## src/vsreg_pkg.sv

```systemverilog
package vsreg_pkg;

	// ------------------------------------------------------------
	// Register map (byte addresses of the low byte)
	// ------------------------------------------------------------
	localparam logic [6:0] DIAG_STATUS_ADDR   = 7'h3C;
	localparam logic [6:0] GLOBAL_CMD_ADDR    = 7'h3E;
	localparam logic [6:0] X_ALARM_STAT_ADDR  = 7'h40;
	localparam logic [15:0] DIAG_STATUS_RESET = 16'h0000;
	localparam logic [15:0] GLOBAL_CMD_RESET  = 16'h0000;
	localparam logic [15:0] X_ALARM_RESET     = 16'h0000;

	// ------------------------------------------------------------
	// Diagnostic status bit positions
	// ------------------------------------------------------------
	localparam int DS_SYS_ALARM   = 14;
	localparam int DS_SPEC2_LSB   = 11;
	localparam int DS_SPEC1_LSB   = 8;
	localparam int DS_DATA_READY  = 7;
	localparam int DS_CHECKSUM    = 6;
	localparam int DS_SELF_TEST   = 5;
	localparam int DS_ESCAPE      = 4;
	localparam int DS_COMM_FAIL   = 3;
	localparam int DS_FLASH_UPD   = 2;
	localparam int DS_SUPPLY_HIGH = 1;
	localparam int DS_SUPPLY_LOW  = 0;
	// Event flags held until the clear command; the rest follow conditions
	localparam logic [15:0] DS_EVENT_MASK = 16'h007C;

	// ------------------------------------------------------------
	// Global command bit positions
	// ------------------------------------------------------------
	localparam int GC_AUTONULL      = 0;
	localparam int GC_POWER_DOWN    = 1;
	localparam int GC_SELF_TEST     = 2;
	localparam int GC_FACTORY       = 3;
	localparam int GC_CLEAR_STATUS  = 4;
	localparam int GC_FLASH_TEST    = 5;
	localparam int GC_SAVE_REGS     = 6;
	localparam int GC_SOFT_RESET    = 7;
	localparam int GC_CLEAR_RECORDS = 8;
	localparam int GC_ERASE_BANDS   = 9;
	localparam int GC_BUF_PTR_ZERO  = 10;
	localparam int GC_RECORD_TOGGLE = 11;
	localparam int GC_SAVE_BANDS    = 12;
	localparam int GC_FETCH_RECORD  = 13;
	localparam int GC_LOAD_BANDS    = 14;
	localparam int GC_CLEAR_NULL    = 15;
	// Commands finished inside this block, not by the datapath
	localparam logic [15:0] GC_LOCAL_MASK = 16'h0012;

	// ------------------------------------------------------------
	// Alarm status layout and rate table
	// ------------------------------------------------------------
	localparam int XA_FLAGS_LSB = 4;
	localparam int XA_BAND_LSB  = 0;
	localparam logic [3:0] RATE_CODE_MIN = 4'h1;
	localparam logic [3:0] RATE_CODE_MAX = 4'h7;
	localparam logic [15:0] DECIM_RESET  = 16'h7421;

	// Power state of the sensor and controller
	typedef enum logic [0:0] {
		VSREG_AWAKE  = 1'b0,
		VSREG_ASLEEP = 1'b1
	} vsreg_power_t;

	// Register access from the serial deframer
	typedef struct packed {
		logic       wr;
		logic       rd;
		logic [6:0] addr;
		logic [7:0] wdata;
	} vsreg_req_t;

	// Rate answer: tenths of SPS and thousandths of Hz
	typedef struct packed {
		logic        valid;
		logic [21:0] rate_dsps;
		logic [16:0] bin_mhz;
	} vsreg_rate_t;

endpackage

```

## src/vsreg_top.sv

```systemverilog
`timescale 1ns/10ps

module vsreg_top (
	// Clock and reset
	input  wire logic                 clk_i,
	input  wire logic                 rst_i,
	// Register access
	input  wire vsreg_pkg::vsreg_req_t req_i,
	output logic [15:0]               rdata_o,
	output logic                      rvalid_o,
	// Configuration from other registers
	input  wire logic                 latch_en_i,
	input  wire logic [15:0]          decim_ctrl_i,
	input  wire logic [1:0]           rate_sel_i,
	// Status conditions from the datapath
	input  wire logic                 sys_alarm_i,
	input  wire logic [2:0]           spec_alarm2_i,
	input  wire logic [2:0]           spec_alarm1_i,
	input  wire logic                 data_ready_i,
	input  wire logic                 flash_upd_fail_i,
	input  wire logic                 clk_count_err_i,
	input  wire logic                 supply_high_i,
	input  wire logic                 supply_low_i,
	input  wire logic                 escape_cmd_i,
	input  wire logic                 record_ok_i,
	// X-axis alarm results
	input  wire logic                 x_alarm_load_i,
	input  wire logic [11:0]          x_alarm_flags_i,
	input  wire logic [2:0]           x_alarm_band_i,
	// Command handshake with the datapath
	input  wire logic [15:0]          cmd_done_i,
	input  wire logic                 cmd_fail_i,
	output logic [15:0]               cmd_start_o,
	output logic [15:0]               cmd_busy_o,
	// Power control
	input  wire logic                 cs_n_i,
	input  wire logic                 timer_wake_i,
	output logic                      sleep_o,
	// Rate and bin width for the selected setting
	output vsreg_pkg::vsreg_rate_t    rate_o
);

	// ------------------------------------------------------------
	// State
	// ------------------------------------------------------------
	typedef struct packed {
		// Register contents and command sequencing
		logic [15:0]             diag;
		logic [15:0]             cmd;
		logic [15:0]             issued;
		logic [15:0]             start;
		logic [15:0]             x_alarm;
		// Read answer
		logic [15:0]             rdata;
		logic                    rvalid;
		// Power and rate
		logic                    cs_prev;
		vsreg_pkg::vsreg_power_t power;
		vsreg_pkg::vsreg_rate_t  rate;
	} vsreg_state_t;

	vsreg_state_t state;
	vsreg_state_t next_state;

	// ------------------------------------------------------------
	// Usage notes
	// ------------------------------------------------------------

	// Writes are byte wide, reads word wide; only the command word is writable
	// Writes to read-only words are dropped without an answer
	// A written 1 stays pending in cmd_busy_o until its process ends
	// Each pending bit gives exactly one cmd_start_o pulse
	// Clear status and power-down end here; the rest wait for cmd_done_i
	// A done with no start behind it is ignored
	// cmd_fail_i is taken with the done of self test or flash test only
	// Software reset is only a start pulse; this bank keeps its contents
	// Event flags stay set until clear status, whatever the latch option
	// Level flags latch only while latch_en_i is high
	// Escape flag also drops after a good recording
	// Reads show state as of the edge before, one cycle behind the inputs
	// Sleep ends on either edge of cs_n_i or on a timer wake pulse

	// ------------------------------------------------------------
	// Helpers
	// ------------------------------------------------------------

	// Rate table, tenths of SPS and milli-Hz; each rate halves the last, except code 7 at 34385.
	// Code 0 and codes above 7 are not applicable and answer invalid
	function automatic vsreg_pkg::vsreg_rate_t rate_lookup(input logic [3:0] code);
		vsreg_pkg::vsreg_rate_t r;
		r = '0;
		r.valid = (code >= vsreg_pkg::RATE_CODE_MIN) && (code <= vsreg_pkg::RATE_CODE_MAX);
		unique case (code)
			4'h1: begin
				r.rate_dsps = 22'd2200000;
				r.bin_mhz   = 17'd53800;
			end
			4'h2: begin
				r.rate_dsps = 22'd1100000;
				r.bin_mhz   = 17'd26900;
			end
			4'h3: begin
				r.rate_dsps = 22'd550000;
				r.bin_mhz   = 17'd13400;
			end
			4'h4: begin
				r.rate_dsps = 22'd275000;
				r.bin_mhz   = 17'd6710;
			end
			4'h5: begin
				r.rate_dsps = 22'd137500;
				r.bin_mhz   = 17'd3350;
			end
			4'h6: begin
				r.rate_dsps = 22'd68750;
				r.bin_mhz   = 17'd1680;
			end
			4'h7: begin
				r.rate_dsps = 22'd34385;
				r.bin_mhz   = 17'd839;
			end
			default: begin
				r.rate_dsps = 22'h000000;
				r.bin_mhz   = 17'h00000;
			end
		endcase
		return r;
	endfunction

	// Byte write merge into one half of a 16-bit word
	function automatic logic [15:0] byte_lanes(input logic [6:0] addr, input logic [7:0] data);
		return addr[0] ? {data, 8'h00} : {8'h00, data};
	endfunction

	// Word match on bits 6..1; bit 0 only picks the byte lane of a write
	function automatic logic word_hit(input logic [6:0] addr, input logic [6:0] base);
		return addr[6:1] == base[6:1];
	endfunction

	// Sticky flag step; a set in the clearing cycle wins, so no event is lost
	function automatic logic flag_next(input logic held, input logic clear, input logic set);
		return (clear ? 1'b0 : held) | set;
	endfunction

	// ------------------------------------------------------------
	// Next-state logic
	// ------------------------------------------------------------

	// Decode, command sequencing, status flags and read data
	always_comb begin
		logic [15:0] cond;
		logic [15:0] events;
		logic [15:0] cmd_write;
		logic [15:0] finished;
		logic [3:0]  code;
		logic        clear_now;
		logic        wake;
		cond       = '0;
		events     = '0;
		cmd_write  = '0;
		finished   = '0;
		code       = 4'h0;
		clear_now  = 1'b0;
		wake       = 1'b0;
		next_state = state;

		// --------------------------------------------------------
		// Command register and sequencing
		// --------------------------------------------------------

		// Command writes land in either byte; bits only ever get set by the host
		if (req_i.wr && word_hit(req_i.addr, vsreg_pkg::GLOBAL_CMD_ADDR)) begin
			cmd_write = byte_lanes(req_i.addr, req_i.wdata);
		end

		// Completion: datapath done pulses, plus the two kept local.
		// A done with no start behind it is ignored, so a stray pulse is harmless
		finished = cmd_done_i & state.issued & ~vsreg_pkg::GC_LOCAL_MASK;
		// Clear status ends on its own start pulse: flags drop the cycle after
		finished[vsreg_pkg::GC_CLEAR_STATUS] = state.start[vsreg_pkg::GC_CLEAR_STATUS];
		clear_now = finished[vsreg_pkg::GC_CLEAR_STATUS];

		// Wake on any chip select edge or a timer capture while asleep
		wake = (state.power == vsreg_pkg::VSREG_ASLEEP)
			&& ((cs_n_i != state.cs_prev) || timer_wake_i);
		finished[vsreg_pkg::GC_POWER_DOWN] = state.issued[vsreg_pkg::GC_POWER_DOWN] && wake;
		// Select history resets high, its idle level, so reset gives no false wake
		next_state.cs_prev = cs_n_i;

		// Each pending bit starts once, one pulse, then waits for its finish.
		// Its own pulse masks a restart, as issued only rises the cycle after
		next_state.start  = state.cmd & ~(state.issued | state.start);
		next_state.issued = (state.issued | state.start) & ~finished;
		next_state.cmd    = (state.cmd & ~finished) | cmd_write;

		// --------------------------------------------------------
		// Power state
		// --------------------------------------------------------

		// Power state follows the power-down command
		unique case (state.power)
			vsreg_pkg::VSREG_AWAKE: begin
				if (state.start[vsreg_pkg::GC_POWER_DOWN]) begin
					next_state.power = vsreg_pkg::VSREG_ASLEEP;
				end
			end
			vsreg_pkg::VSREG_ASLEEP: begin
				if (wake) begin
					next_state.power = vsreg_pkg::VSREG_AWAKE;
				end
			end
		endcase

		// --------------------------------------------------------
		// Status flags
		// --------------------------------------------------------

		// Present conditions, level type
		cond[vsreg_pkg::DS_SYS_ALARM] = sys_alarm_i;
		cond[vsreg_pkg::DS_SPEC2_LSB +: 3] = spec_alarm2_i;
		cond[vsreg_pkg::DS_SPEC1_LSB +: 3] = spec_alarm1_i;
		cond[vsreg_pkg::DS_SUPPLY_HIGH] = supply_high_i;
		cond[vsreg_pkg::DS_SUPPLY_LOW]  = supply_low_i;

		// Events, set-type; sticky whatever the latch option,
		// since a one-cycle pulse would otherwise escape a slow host
		events[vsreg_pkg::DS_SELF_TEST] = finished[vsreg_pkg::GC_SELF_TEST] && cmd_fail_i;
		events[vsreg_pkg::DS_CHECKSUM] = finished[vsreg_pkg::GC_FLASH_TEST] && cmd_fail_i;
		events[vsreg_pkg::DS_FLASH_UPD] = flash_upd_fail_i;
		events[vsreg_pkg::DS_COMM_FAIL] = clk_count_err_i;
		events[vsreg_pkg::DS_ESCAPE] = escape_cmd_i;

		// Level flags: hold when latched, else track; clear loses to a new set
		for (int i = 0; i < 16; i++) begin
			if (!vsreg_pkg::DS_EVENT_MASK[i]) begin
				if (latch_en_i) begin
					next_state.diag[i] = flag_next(state.diag[i], clear_now, cond[i]);
				end else begin
					next_state.diag[i] = cond[i];
				end
			end else begin
				next_state.diag[i] = flag_next(state.diag[i], clear_now, events[i]);
			end
		end
		// Escape flag also clears after a good recording, but a new escape wins
		if (record_ok_i && !escape_cmd_i) begin
			next_state.diag[vsreg_pkg::DS_ESCAPE] = 1'b0;
		end
		// Ready indicator is live regardless of latching
		next_state.diag[vsreg_pkg::DS_DATA_READY] = data_ready_i;
		next_state.diag[15] = 1'b0;

		// --------------------------------------------------------
		// Alarm snapshot, rate and read port
		// --------------------------------------------------------

		// X-axis alarm results arrive as one snapshot per spectral record
		if (x_alarm_load_i) begin
			next_state.x_alarm[15:vsreg_pkg::XA_FLAGS_LSB] = x_alarm_flags_i;
			next_state.x_alarm[3] = 1'b0;
			next_state.x_alarm[vsreg_pkg::XA_BAND_LSB +: 3] = x_alarm_band_i;
		end

		// Selected nibble of the decimation control picks the rate.
		// A code of 0, or above 7, answers with valid low
		code = decim_ctrl_i[{rate_sel_i, 2'b00} +: 4];
		next_state.rate = rate_lookup(code);

		// Read port; command register is write-only and reads zero.
		// Data is the state before this edge, so a new flag shows one read later
		next_state.rvalid = req_i.rd;
		next_state.rdata  = 16'h0000;
		if (req_i.rd) begin
			if (word_hit(req_i.addr, vsreg_pkg::DIAG_STATUS_ADDR)) begin
				next_state.rdata = state.diag;
			end else if (word_hit(req_i.addr, vsreg_pkg::X_ALARM_STAT_ADDR)) begin
				next_state.rdata = state.x_alarm;
			end
		end
	end

	// ------------------------------------------------------------
	// State register
	// ------------------------------------------------------------

	// Software reset is a datapath command; it does not reset this bank
	// Reset loads constants only
	always_ff @(posedge clk_i) begin
		if (rst_i) begin
			state.diag    <= vsreg_pkg::DIAG_STATUS_RESET;
			state.cmd     <= vsreg_pkg::GLOBAL_CMD_RESET;
			state.issued  <= 16'h0000;
			state.start   <= 16'h0000;
			state.x_alarm <= vsreg_pkg::X_ALARM_RESET;
			state.rdata   <= 16'h0000;
			state.rvalid  <= 1'b0;
			state.cs_prev <= 1'b1;
			state.power   <= vsreg_pkg::VSREG_AWAKE;
			state.rate    <= '0;
		end else begin
			state <= next_state;
		end
	end

	// ------------------------------------------------------------
	// Outputs
	// ------------------------------------------------------------

	// All straight from the state flops
	// Sleep is the one power bit, so it too comes from a flop
	assign rdata_o     = state.rdata;
	assign rvalid_o    = state.rvalid;
	assign cmd_start_o = state.start;
	assign cmd_busy_o  = state.cmd;
	assign sleep_o     = (state.power == vsreg_pkg::VSREG_ASLEEP);
	assign rate_o      = state.rate;

endmodule

```

## config.mk

```make
export PLATFORM = sky130hd
export DESIGN_NAME = vsreg_top
export DESIGN_NICKNAME = d
export VERILOG_FILES = /design/src/vsreg_pkg.sv /design/src/vsreg_top.sv
export SDC_FILE = /design/constraint.sdc
export NUM_CORES = 1
export LEC_CHECK = 0
export ABC_AREA = 1
export CAP_MARGIN = 25
export CORE_MARGIN = 8
export CORE_UTILIZATION = 25
export DETAILED_ROUTE_END_ITERATION = 8
export DONT_BUFFER_PORTS = 1
export GPL_TIMING_DRIVEN = 1
export MAX_ROUTING_LAYER = met4
export SLEW_MARGIN = 10
export SYNTH_ARGS = -nofsm -noshare
export SYNTH_HDL_FRONTEND = slang
export SYNTH_SLANG_ARGS = --single-unit
```

## constraint.sdc

```tcl
create_clock -name clk_i -period 1 [get_ports clk_i]
set_input_delay 0.05 -clock clk_i [delete_from_list [all_inputs] [get_ports clk_i]]
set_output_delay 0.05 -clock clk_i [all_outputs]
set_load 0.02 [all_outputs]
```

# --- Word level (Yosys, flattened, before mapping) ---
# Index checks and enable logic that the tools add are counted.
# W data, S select, Z words.
totals:
  register_bits: 138
  word_cells: 94
classes:
  magnitude_cmp: 2
  eq_ne: 11
  shifts: 1
  muxes: 31
  n_bitwise: 24
  reduce_logical: 11
op_table:
  columns: ["operator", "count"]
  rows:
  - ["$pmux W39 S7", 1]
  - ["$and A16 B16 Y16", 4]
  - ["$mux W16", 4]
  - ["$not A16 Y16", 2]
  - ["$or A16 B16 Y16", 2]
  - ["$mux W1", 25]
  - ["$eq A4 B3 Y1 const B", 4]
  - ["$shiftx A16 B5 Y4", 1]
  - ["$or A1 B1 Y1", 14]
  - ["$eq A6 B5 Y1 const B", 2]
  - ["$eq A4 B2 Y1 const B", 2]
  - ["$logic_and A1 B1 Y1", 7]
  - ["$eq A6 B6 Y1 const B", 1]
  - ["$eq A4 B1 Y1 const B", 1]
  - ["$ge A4 B1 Y1 const B", 1]
  - ["$le A4 B3 Y1 const B", 1]
  - ["$reduce_or A2 Y1", 2]
  - ["$not A1 Y1", 2]
  - ["$pmux W1 S2", 1]
  - ["$logic_not A1 Y1", 1]
  - ["$logic_or A1 B1 Y1", 1]
  - ["$ne A1 B1 Y1", 1]

# --- Depth between registers and ports, before layout ---
# Gate-level depths: netlist of the first run.
logic_depth:
  word_depth: 7
  depth_mapped: 10
  mapped_depth_nobuf: 9

# --- Worst setup path after synthesis of the first run ---
# Ideal clock, no wire load.
synth_path:
  path_type: "input to register"
  startpoint: "input port rate_sel_i[0]"
  endpoint: "register state, in the netlist rate_o[21]"
  setup_time_ns: 0.117
  t_arrival_ns: 0.813
  t_required_ns: 0.883
  slack_ns: 0.070
  path_stages: 9
  cell_sequence: "buf_6 > inv_8 > nand2_2 > nand3_2 > nand2_4 > nor2_2 > inv_1 > nand2_2 > nand2_1"
synth_between:
  elab_chain_cells: 3
  elab_cells_between_ends: 9
  cone_classes: "eq/ne (7); shift (1); mux (1)"
synth_lines:
  columns: ["element", "line_no", "rtl"]
  rows:
  - ["start, declared", "vsreg_top.sv:14", "input wire logic [1:0] rate_sel_i,"]
  - ["$shiftx A16 B5 Y4 *", "vsreg_top.sv:266", "code = decim_ctrl_i[{rate_sel_i, 2'b00} +: 4];"]
  - ["$eq A4 B3 Y1, or another cell as far along", "vsreg_top.sv:93", "unique case (code)"]
  - ["$pmux W39 S7 *", "vsreg_top.sv:93", null]
  - ["end signal, assigned", "vsreg_top.sv:301", "state <= next_state;"]
  - ["end, declared", "vsreg_top.sv:62", "vsreg_state_t state;"]
# Mark *: on every way between the ends. The rest lies on a longest branch, timed or not.
# A chain may end at the register's enable or synchronous reset.

# --- Final worst setup path of the first run ---
layout_path:
  startpoint: "register state, in the netlist cmd_start_o[3]"
  endpoint: "output port cmd_start_o[3]"
layout_rtl:
  columns: ["element", "line_no", "rtl"]
  rows:
  - ["end, declared", "vsreg_top.sv:33", "output logic [15:0] cmd_start_o,"]
# No word-level cell between the ends.

==> flow_metrics.py, run 1 <==
metrics = {
    "status": {
        "status": "complete, but fails checks",
        "violations": "hold timing",
    },
    "floorplan": {
        "start_util_pct": 25.4,
        "die_area_um2": 26200,
        "rows": 53,
        "ios": 177,
        "fp.coreArea_um2": 21000,
        "die_w_um": 162,
        "die_h_um": 162,
    },
    "cells_and_area": {
        "design_area_um2": 6620,
        "fin_nets": 759,
        "syn2layout_area_growth_pct": 24.4,
        "drive_gt1_share_pct": 21.1,
        "instances_no_fill": 959,
    },
    "power": {
        "ir_worst_vdd_mv": 1.00,
        "p_leak_nw": 2.88,
        "p_int_w": 0.00957,
        "p_switching_w": 0.00303,
        "power_w": 0.0126,
        "p_per_area_nw_per_um2": 1900,
        "pwr-share-clk_pct": 47.3,
        "p_comb_share_pct": 7.8,
        "switching_share_pct": 24.0,
        "p_seq_share_pct": 44.8,
    },
    "synthesis": {
        "syn_area_per_cell_um2": 8.25,
        "synth_area_leader_cell": "dfxtp_1",
        "synth_top_area_share_pct": 49.6,
        "synth_flop_cell": "dfxtp_1",
        "yosys_warnings": 0,
        "ys_seq_area_share_pct": 49.6,
        "async_flop_share_pct": 0,
        "syn_nets": 732,
        "syn_inst": 645,
        "synth_edf_count": 0,
        "synth_most_common_cell": "dfxtp_1",
        "synth-seq-cells": 132,
        "synth_area_leaders": "dfxtp_1, buf_4, nand2_1",
        "synth_top_cells_by_count": "dfxtp_1, nand2_1, buf_4",
        "ys_types": 33,
        "syn-cell-area_um2": 5320,
    },
    "global_route": {
        "antenna_found_initial": 1,
        "grt_max_degree": 38,
        "grt_pass1_wl_um": 23200,
        "grt_pass1_vias": 4298,
        "grt-ovfl-total": 0,
        "track_usage_pct": 11.8,
    },
    "sta": {
        "setup_viol": 0,
        "timing.final.ws_setup_ps": 43.3,
        "timing.final.crit_share_pct": 95.7,
        "final.setup_skew_ps": 7.66,
        "final_max_slew_viol_count": 0,
        "min_period_ps": 957,
        "max_freq_mhz": 1050,
        "hold_viol": 38,
        "hold_ws_ps": -292,
    },
    "route": {
        "routed_via_density": 4.19,
        "drt_iter0_markers": 188,
        "wl_um": 14900,
        "drtPass1Iterations": 6,
        "drcViolationCount": 0,
        "final_antenna_net_count": 0,
        "wl_per_cell_um": 15.5,
        "dr_total_vias": 4015,
    },
    "critical_path": {
        "cp_max_fo": 3,
        "critPathLaunchType": "flip-flop",
        "path_class": "flip-flop to output port",
        "crit_arrival_ps": 910,
        "crit_required_ps": 950,
        "reg2reg_setup_slack_ps": 90,
        "crit_path_end_kind": "output port",
    },
    "clock_network": {
        "clock-root-buffer": "clkbuf_16",
        "cts-htree-levels": 4,
        "cts_buffers": 17,
        "clock_path_buffers": 2,
        "clk_pin_slew_ps": 60,
        "cts_tree": "done",
        "clock_latency_ps": 410,
        "holdBufCountCts": 68,
        "clock-sinks": 132,
    },
    "min_path": {
        "hold_class": "primary input to flip-flop",
    },
    "placement": {
        "dpl_worst_slack_ps": -24.2,
        "post-place-cells": 854,
        "dp_hpwl_um": 10500,
        "port_buffers": 0,
        "place_area_um2": 5250,
        "gp_congestion": 0.733,
    },
    "job": {
        "cap_violations": 0,
    },
}
==> through the flow <==
stage                     hold WS (ps)  setup TNS [ps]  utilization (%)
final                             -292               0             31.6
after detailed placement           129           -58.9             25.1
after CTS                        -55.4               0             31.1
after global routing              -322           -2.03             31.6
after global placement             128           -26.6             25.1
after floorplan                    125               0                -
==> state kept, by name, indices dropped and copies added (netlist names) <==
signal,count
cmd_busy_o,16
rate_o,35
rvalid_o,1
rdata_o,16
cmd_start_o,16
state,47
sleep_o,1
==> cell usage in the layout, fill, tap and decap left out, drive strengths merged <==
cell / netlist / final
buf: 100 / 47
nor3: 4 / 4
clkinvlp: 0 / 1
o21ai: 35 / 35
o31ai: 1 / 1
dlymetal6s4s: 0 / 1
inv: 62 / 62
nand4: 2 / 2
clkbuf: 4 / 20
dfxtp: 132 / 132
clkinv: 1 / 8
dlygate4sd3: 0 / 64
o22ai: 8 / 8
o21bai: 1 / 1
nand2: 141 / 141
nor4: 14 / 14
a21oi: 26 / 26
nand3: 29 / 29
nor2: 81 / 81
o32ai: 2 / 2
or2: 1 / 1
conb: 1 / 1
diode: 0 / 1
bufinv: 0 / 2
==> cells by family (layout without fill, tap and decap cells) <==
family,count (synthesis),in the layout,share of synthesized area (%)
AND/OR/NAND/NOR,272,272,23.8
buffers and inverters,167,205,18.8
flip-flops,132,132,49.6
AO/OA/AOI/OAI,73,73,7.71
other,1,2,0.0704
==> per-layer routing <==
layer	vias to the layer above	GRT usage [%]	part of all wire, %
li1	2009	-	-
met3	12	4.61	8.6
met2	136	18.5	48
met5	-	-	0
met1	1858	13.3	43
met4	0	4.97	1.2
==> what timing repair did <==
item | CTS | global route
endpoints found under the setup margin | 15 | 17
setup buffers | 0 | 8
resized for setup | 14 | 20
pin swaps | 0 | 6
endpoints found under the hold margin | 103 | 35
==> path summary, 6_finish.rpt <==
kind,cells past startpoint,to,startpoint
max,0,cmd_start_o[3],cmd_start_o[3]
min,1,rate_o[31],rst_i
min reg2reg,1,cmd_start_o[4],state[95]
max reg2reg,7,cmd_busy_o[1],state[41]
==> power by group through the flow <==
| stage | clock (W) | combinational [W] | sequential, W |
|---|---|---|---|
| after floorplan | 0 | 0.000799 | 0.00560 |
| after global placement | 0 | 0.000653 | 0.00576 |
| after detailed placement | 0 | 0.000662 | 0.00577 |
| after CTS | 0.00615 | 0.000934 | 0.00565 |
| after global routing | 0.00644 | 0.00110 | 0.00566 |
| final | 0.00596 | 0.000987 | 0.00565 |
==> cell type report <==
type                            count  area [um2]
Clock buffer                       20         447
Fill cell                        2193       14300
Clock inverter                     10         110
Timing Repair Buffer              112        1090
Sequential cell                   132        2670
Antenna cell                        1        2.50
Multi-Input combinational cell    346        1710
Tap cell                          275         344
Inverter                           63         249
(Power assumes the default switching activity.)
==> run 2, diff against run 1 <==
CORE_UTILIZATION = 40   (was 25)
==> run 2 against run 1 <==
  * The flow still finishes with violations (hold timing)
  * First-iteration DRC count up 34%
  * Critical endpoint is now rate_o[34]
  * Largest power group unchanged
  * Clock skew fell by 2.8 ps
  * Critical path depth rose by 9
==> flow_metrics.py, run 2 (synthesis results as in run 1) <==
metrics = {
    "critical_path": {
        "path_class": "primary input to flip-flop",
        "ff2ff_path_depth": 4,
        "rr_startpoint": "cmd_start_o[4]",
        "startpoint": "rate_sel_i[0]",
        "crit_required_ps": 1350,
        "crit_path_end_kind": "flip-flop",
        "cp_slowest_stage_delay_ps": 560,
        "crit_arrival_ps": 1310,
        "slowest_stage": "dlygate4sd3_1",
        "critPathLaunchType": "primary input",
        "crit_chain": "inv_8, nand2_2, nand2_1, nand2_1, nand2_4, nor2_8, nand2_2, nor2_2, dlygate4sd3_1",
        "cp_max_fo": 9,
        "reg2reg_setup_slack_ps": 90,
        "endpoint": "rate_o[34]",
        "r2r_end": "state[124]",
    },
    "clock_network": {
        "cts_tree": "done",
        "clk_pin_slew_ps": 50,
        "clock_path_buffers": 2,
        "cts-htree-levels": 4,
        "cts_buffers": 17,
        "clock-root-buffer": "clkbuf_16",
        "clock_latency_ps": 410,
        "clock-sinks": 132,
    },
    "placement": {
        "dpl_worst_slack_ps": -51.4,
        "port_buffers": 0,
        "dp_hpwl_um": 9580,
        "gp_congestion": 0.844,
        "place_area_um2": 5050,
    },
    "global_route": {
        "grt_max_degree": 37,
        "grt_pass1_vias": 4331,
        "antenna_found_initial": 1,
        "grt_pass1_wl_um": 22100,
        "track_usage_pct": 16.4,
        "grt-ovfl-total": 0,
    },
    "route": {
        "wl_per_cell_um": 16.1,
        "drtPass1Iterations": 4,
        "final_antenna_net_count": 0,
        "wl_um": 13600,
        "drt_iter0_markers": 251,
        "dr_total_vias": 4045,
        "drcViolationCount": 0,
        "routed_via_density": 4.76,
    },
    "power": {
        "p_per_area_nw_per_um2": 2060,
        "p_seq_share_pct": 42.0,
        "switching_share_pct": 21.6,
        "pwr-share-clk_pct": 50.8,
        "p_leak_nw": 2.85,
        "ir_worst_vdd_mv": 1.06,
        "power_w": 0.0134,
        "p_int_w": 0.0105,
        "p_comb_share_pct": 7.2,
        "p_switching_w": 0.00290,
    },
    "sta": {
        "hold_viol": 32,
        "setup_viol": 0,
        "hold_ws_ps": -43.8,
        "final.setup_skew_ps": 4.85,
        "final_max_slew_viol_count": 0,
        "min_period_ps": 961,
        "timing.final.crit_share_pct": 96.1,
        "timing.final.ws_setup_ps": 38.5,
        "max_freq_mhz": 1040,
        "rsz0062_at_grt": "yes",
    },
    "cells_and_area": {
        "multiInputGateArea_um2": 1750,
        "fin_nets": 746,
        "design_area_um2": 6520,
        "drive_gt1_share_pct": 19.9,
        "final_common_cell": "dfxtp_1",
        "mostFrequentLayoutCells": "dfxtp_1, nand2_1, nor2_1",
        "syn2layout_area_growth_pct": 22.5,
        "largest_register": "state",
        "largest_reg_flops": 47,
        "regArea_um2": 2660,
        "fillers": 1217,
    },
    "floorplan": {
        "die_w_um": 131,
        "die_h_um": 131,
        "rows": 42,
        "ios": 177,
        "die_area_um2": 17300,
        "fp.coreArea_um2": 13100,
        "start_util_pct": 40.5,
    },
    "status": {
        "violations": "hold timing",
        "status": "complete, but fails checks",
    },
    "min_path": {
        "hold_class": "primary input to flip-flop",
    },
    "job": {
        "cap_violations": 0,
    },
}
==> run 2: what timing repair did <==
action,4_1_cts,5_1_grt
endpoints found under the setup margin,10,19
resized for setup,8,28
setup buffers,0,4
hold buffers,66,1
pin swaps,0,4
hold endpoints to repair,103,36
gates cloned,0,1
==> run 2: how the worst min path moves through the flow <==
stage	from	end	cells after the start
floorplan	rst_i	rate_o[31]	1
global placement	rst_i	rate_o[23]	1
detailed placement	rst_i	rate_o[24]	1
CTS	rst_i	rate_o[24]	2
global route	rst_i	rate_o[23]	2
finish	rst_i	rate_o[24]	2
==> run 2: stage by stage <==
stage	util, %	std cells	TNS, ps
after global routing	49.6	849	-39.0
final	49.6	849	0
after detailed placement	38.4	745	-140
after floorplan	-	645	0
after global placement	38.4	745	0
after CTS	48.7	843	0
==> run 2: layer usage <==
layer  track usage [%]  wire length (um)  vias up
met3              6.52              1040       26
met4              8.42               364        0
met2              26.4              6670      151
met5                 -                 0        -
met1              17.3              5560     1887
li1                  -                 -     1981
==> run 2: layout make-up <==
type                    instances  area share [%]
clock buffers                  23            7.48
inverters                      63            3.86
multi-input cells             347            26.8
diodes                          1          0.0384
repair buffers                 98            15.0
flip-flops and latches        132            40.8
clock inverters                 9            2.65
well taps                     176            3.38
==> run 2: power by group through the flow <==
stage	clock network, W	logic (W)	registers [W]
detailed placement	0	0.000631	0.00577
finish	0.00682	0.000966	0.00565
CTS	0.00696	0.000895	0.00565
floorplan	0	0.000799	0.00560
global route	0.00719	0.00106	0.00567
global placement	0	0.000613	0.00576
==> run 2: critical path, delay by kind of cell <==
kind | cells | cell delay, ps
buf+inv | 2 | 590
simple gates | 7 | 680
==> run 3, diff against run 2 <==
ABC_AREA = unset   (was 1)
CORE_UTILIZATION = 41   (was 40)
CTS_CLUSTER_DIAMETER = 150   (was unset)
==> run 3 against run 2 <==
  * Utilization down 5.0 points
  * The run still ends with hold timing left
  * Highest routed layer unchanged
  * Die area down 5.1%
  * Routed wire length down 12%
  * Via count down 20%
  * Critical path type is now flip-flop to flip-flop
==> flow_metrics.py, run 3 <==
metrics = {
    "synthesis": {
        "syn-cell-area_um2": 5140,
        "synth_area_leader_cell": "dfxtp_1",
        "synth_flop_cell": "dfxtp_1",
        "yosys_warnings": 0,
        "syn_area_per_cell_um2": 9.72,
        "ys_seq_area_share_pct": 51.4,
        "synth-seq-cells": 132,
        "async_flop_share_pct": 0,
        "synth_area_leaders": "dfxtp_1, buf_4, nor2_1",
        "ys_types": 38,
        "synth_edf_count": 0,
        "synth_most_common_cell": "dfxtp_1",
        "synth_top_cells_by_count": "dfxtp_1, buf_4, nor2_1",
        "synth_top_area_share_pct": 51.4,
        "syn_nets": 616,
        "syn_inst": 529,
    },
    "cells_and_area": {
        "final_common_cell": "dfxtp_1",
        "syn2layout_area_growth_pct": 7.61,
        "largest_register": "state",
        "largest_reg_flops": 47,
        "drive_gt1_share_pct": 22.3,
        "fin_nets": 569,
        "design_area_um2": 5540,
        "fillers": 1235,
        "mostFrequentLayoutCells": "dfxtp_1, nor2_1, buf_4",
    },
    "global_route": {
        "track_usage_pct": 15.2,
        "grt_max_degree": 90,
        "grt_pass1_wl_um": 18200,
        "grt-ovfl-total": 0,
        "grt_pass1_vias": 3295,
        "antenna_found_initial": 0,
    },
    "power": {
        "pwr-share-clk_pct": 46.7,
        "p_switching_w": 0.00261,
        "p_per_area_nw_per_um2": 2110,
        "p_int_w": 0.00907,
        "power_w": 0.0117,
        "p_seq_share_pct": 48.2,
        "p_leak_nw": 2.15,
        "ir_worst_vdd_mv": 1.03,
        "p_comb_share_pct": 5.1,
        "switching_share_pct": 22.4,
    },
    "route": {
        "final_antenna_net_count": 0,
        "wl_per_cell_um": 18.0,
        "drcViolationCount": 0,
        "routed_via_density": 4.88,
        "drt_iter0_markers": 148,
        "drtPass1Iterations": 4,
        "dr_total_vias": 3247,
        "wl_um": 12000,
    },
    "floorplan": {
        "die_w_um": 128,
        "die_h_um": 128,
        "rows": 41,
        "fp.coreArea_um2": 12400,
        "die_area_um2": 16400,
        "start_util_pct": 41.4,
        "ios": 177,
    },
    "clock_network": {
        "holdBufCountCts": 4,
        "cts_tree": "done",
        "clock_latency_ps": 420,
        "cts_buffers": 17,
        "cts-htree-levels": 4,
        "clock_path_buffers": 2,
        "cts_setup_buffers": 0,
        "clock-sinks": 132,
        "clock-root-buffer": "clkbuf_16",
        "clk_pin_slew_ps": 50,
    },
    "critical_path": {
        "crit_arrival_ps": 1300,
        "crit_required_ps": 1310,
        "ff2ff_path_depth": 4,
        "r2r_end": "cmd_busy_o[1]",
        "cp_max_fo": 2,
        "path_class": "flip-flop to flip-flop",
        "crit_path_end_kind": "flip-flop",
        "rr_startpoint": "state[41]",
        "reg2reg_setup_slack_ps": 10,
        "critPathLaunchType": "flip-flop",
    },
    "sta": {
        "setup_viol": 0,
        "hold_ws_ps": -290,
        "slew_headroom_pct": 64.4,
        "final.setup_skew_ps": 11.0,
        "rsz0062_at_grt": "yes",
        "worst_slew_pin_slew_ps": 534,
        "final_max_slew_viol_count": 0,
        "min_period_ps": 987,
        "max_freq_mhz": 1010,
        "timing.final.ws_setup_ps": 12.6,
        "timing.final.crit_share_pct": 98.7,
        "hold_viol": 90,
    },
    "placement": {
        "gp_congestion": 0.774,
        "port_buffers": 0,
        "place_area_um2": 4940,
        "dp_hpwl_um": 8860,
        "dpl_worst_slack_ps": -304,
    },
    "min_path": {
        "min_from": "rst_i",
        "min_to": "state[103]",
        "hold_class": "primary input to flip-flop",
        "hold_depth": 1,
    },
    "job": {
        "cap_violations": 0,
    },
    "status": {
        "status": "complete, but fails checks",
        "violations": "hold timing",
    },
}
## run 3: changes by cell type in the layout (fill, tap and decap cells not counted), sizes merged, moves of 15 or more
| cell | previous run | this run |
|---|---|---|
| a22oi | 0 | 29 |
| inv | 62 | 19 |
| nor4b | 0 | 15 |
| mux2i | 0 | 28 |
| nand3 | 29 | 1 |
| dlygate4sd3 | 65 | 4 |
| o21ai | 35 | 4 |
| nand2 | 141 | 26 |
## run 3: metal layers
layer,vias to the layer above,wire (um),global-route usage [%]
met4,0,224,7.27
met5,-,0,-
li1,1588,-,-
met3,17,1220,7.40
met1,1508,4970,17.3
met2,134,5600,22.2
## run 3: worst max-delay path by stage
stage,from,end,cells after the start
finish,state[41],cmd_busy_o[1],4
global route,state[41],state[92],4
CTS,cmd_busy_o[7],cmd_busy_o[7],1
detailed placement,rate_sel_i[0],rate_o[10],4
global placement,rate_sel_i[0],rate_o[10],4
floorplan,rate_sel_i[0],rate_o[24],5
## run 3: timing repair
item,4_1_cts,5_1_grt
resized for setup,10,20
pin swaps,0,2
setup endpoints to repair,21,30
hold endpoints to repair,101,90
## run 3: final cells by class
class	count	area (um2)	share of cell area, %
diodes	1	2.50	0.0452
clock buffers	23	448	8.09
clock inverters	7	60.1	1.08
inverters	19	73.8	1.33
multi-input cells	268	1710	30.8
flip-flops and latches	132	2670	48.3
well taps	172	215	3.89
repair buffers	44	357	6.44
## run 3: stage by stage
stage | utilization (%) | setup TNS, ps | std cells
global placement | 39.8 | -9860 | 631
detailed placement | 39.8 | -10310 | 631
floorplan | - | -7140 | 529
global route | 44.6 | -117 | 665
finish | 44.6 | 0 | 666
CTS | 44.3 | 0 | 665
## run 3: power by group through the flow
stage / logic [W] / registers, W / clock network (W)
finish: 0.000600 / 0.00563 / 0.00545
global route: 0.000665 / 0.00564 / 0.00585
CTS: 0.000594 / 0.00563 / 0.00558
detailed placement: 0.000577 / 0.00574 / 0
global placement: 0.000567 / 0.00574 / 0
floorplan: 0.000761 / 0.00558 / 0
## run 3: worst max-delay path: stages, from the launching register on
cell and delay [ps]:
dfxtp_2 310, xor2_1 170, o211ai_1 150, a22oi_1 190, nor2_1 50
## run 3: cells by family after synthesis
logic type,after synthesis,synth area share [%]
other cells,1,0.0729
simple gates,166,16.1
mux,32,7.20
flops,132,51.4
buf+inv,129,16.5
xor+xnor,3,0.657
compound gates,66,8.15
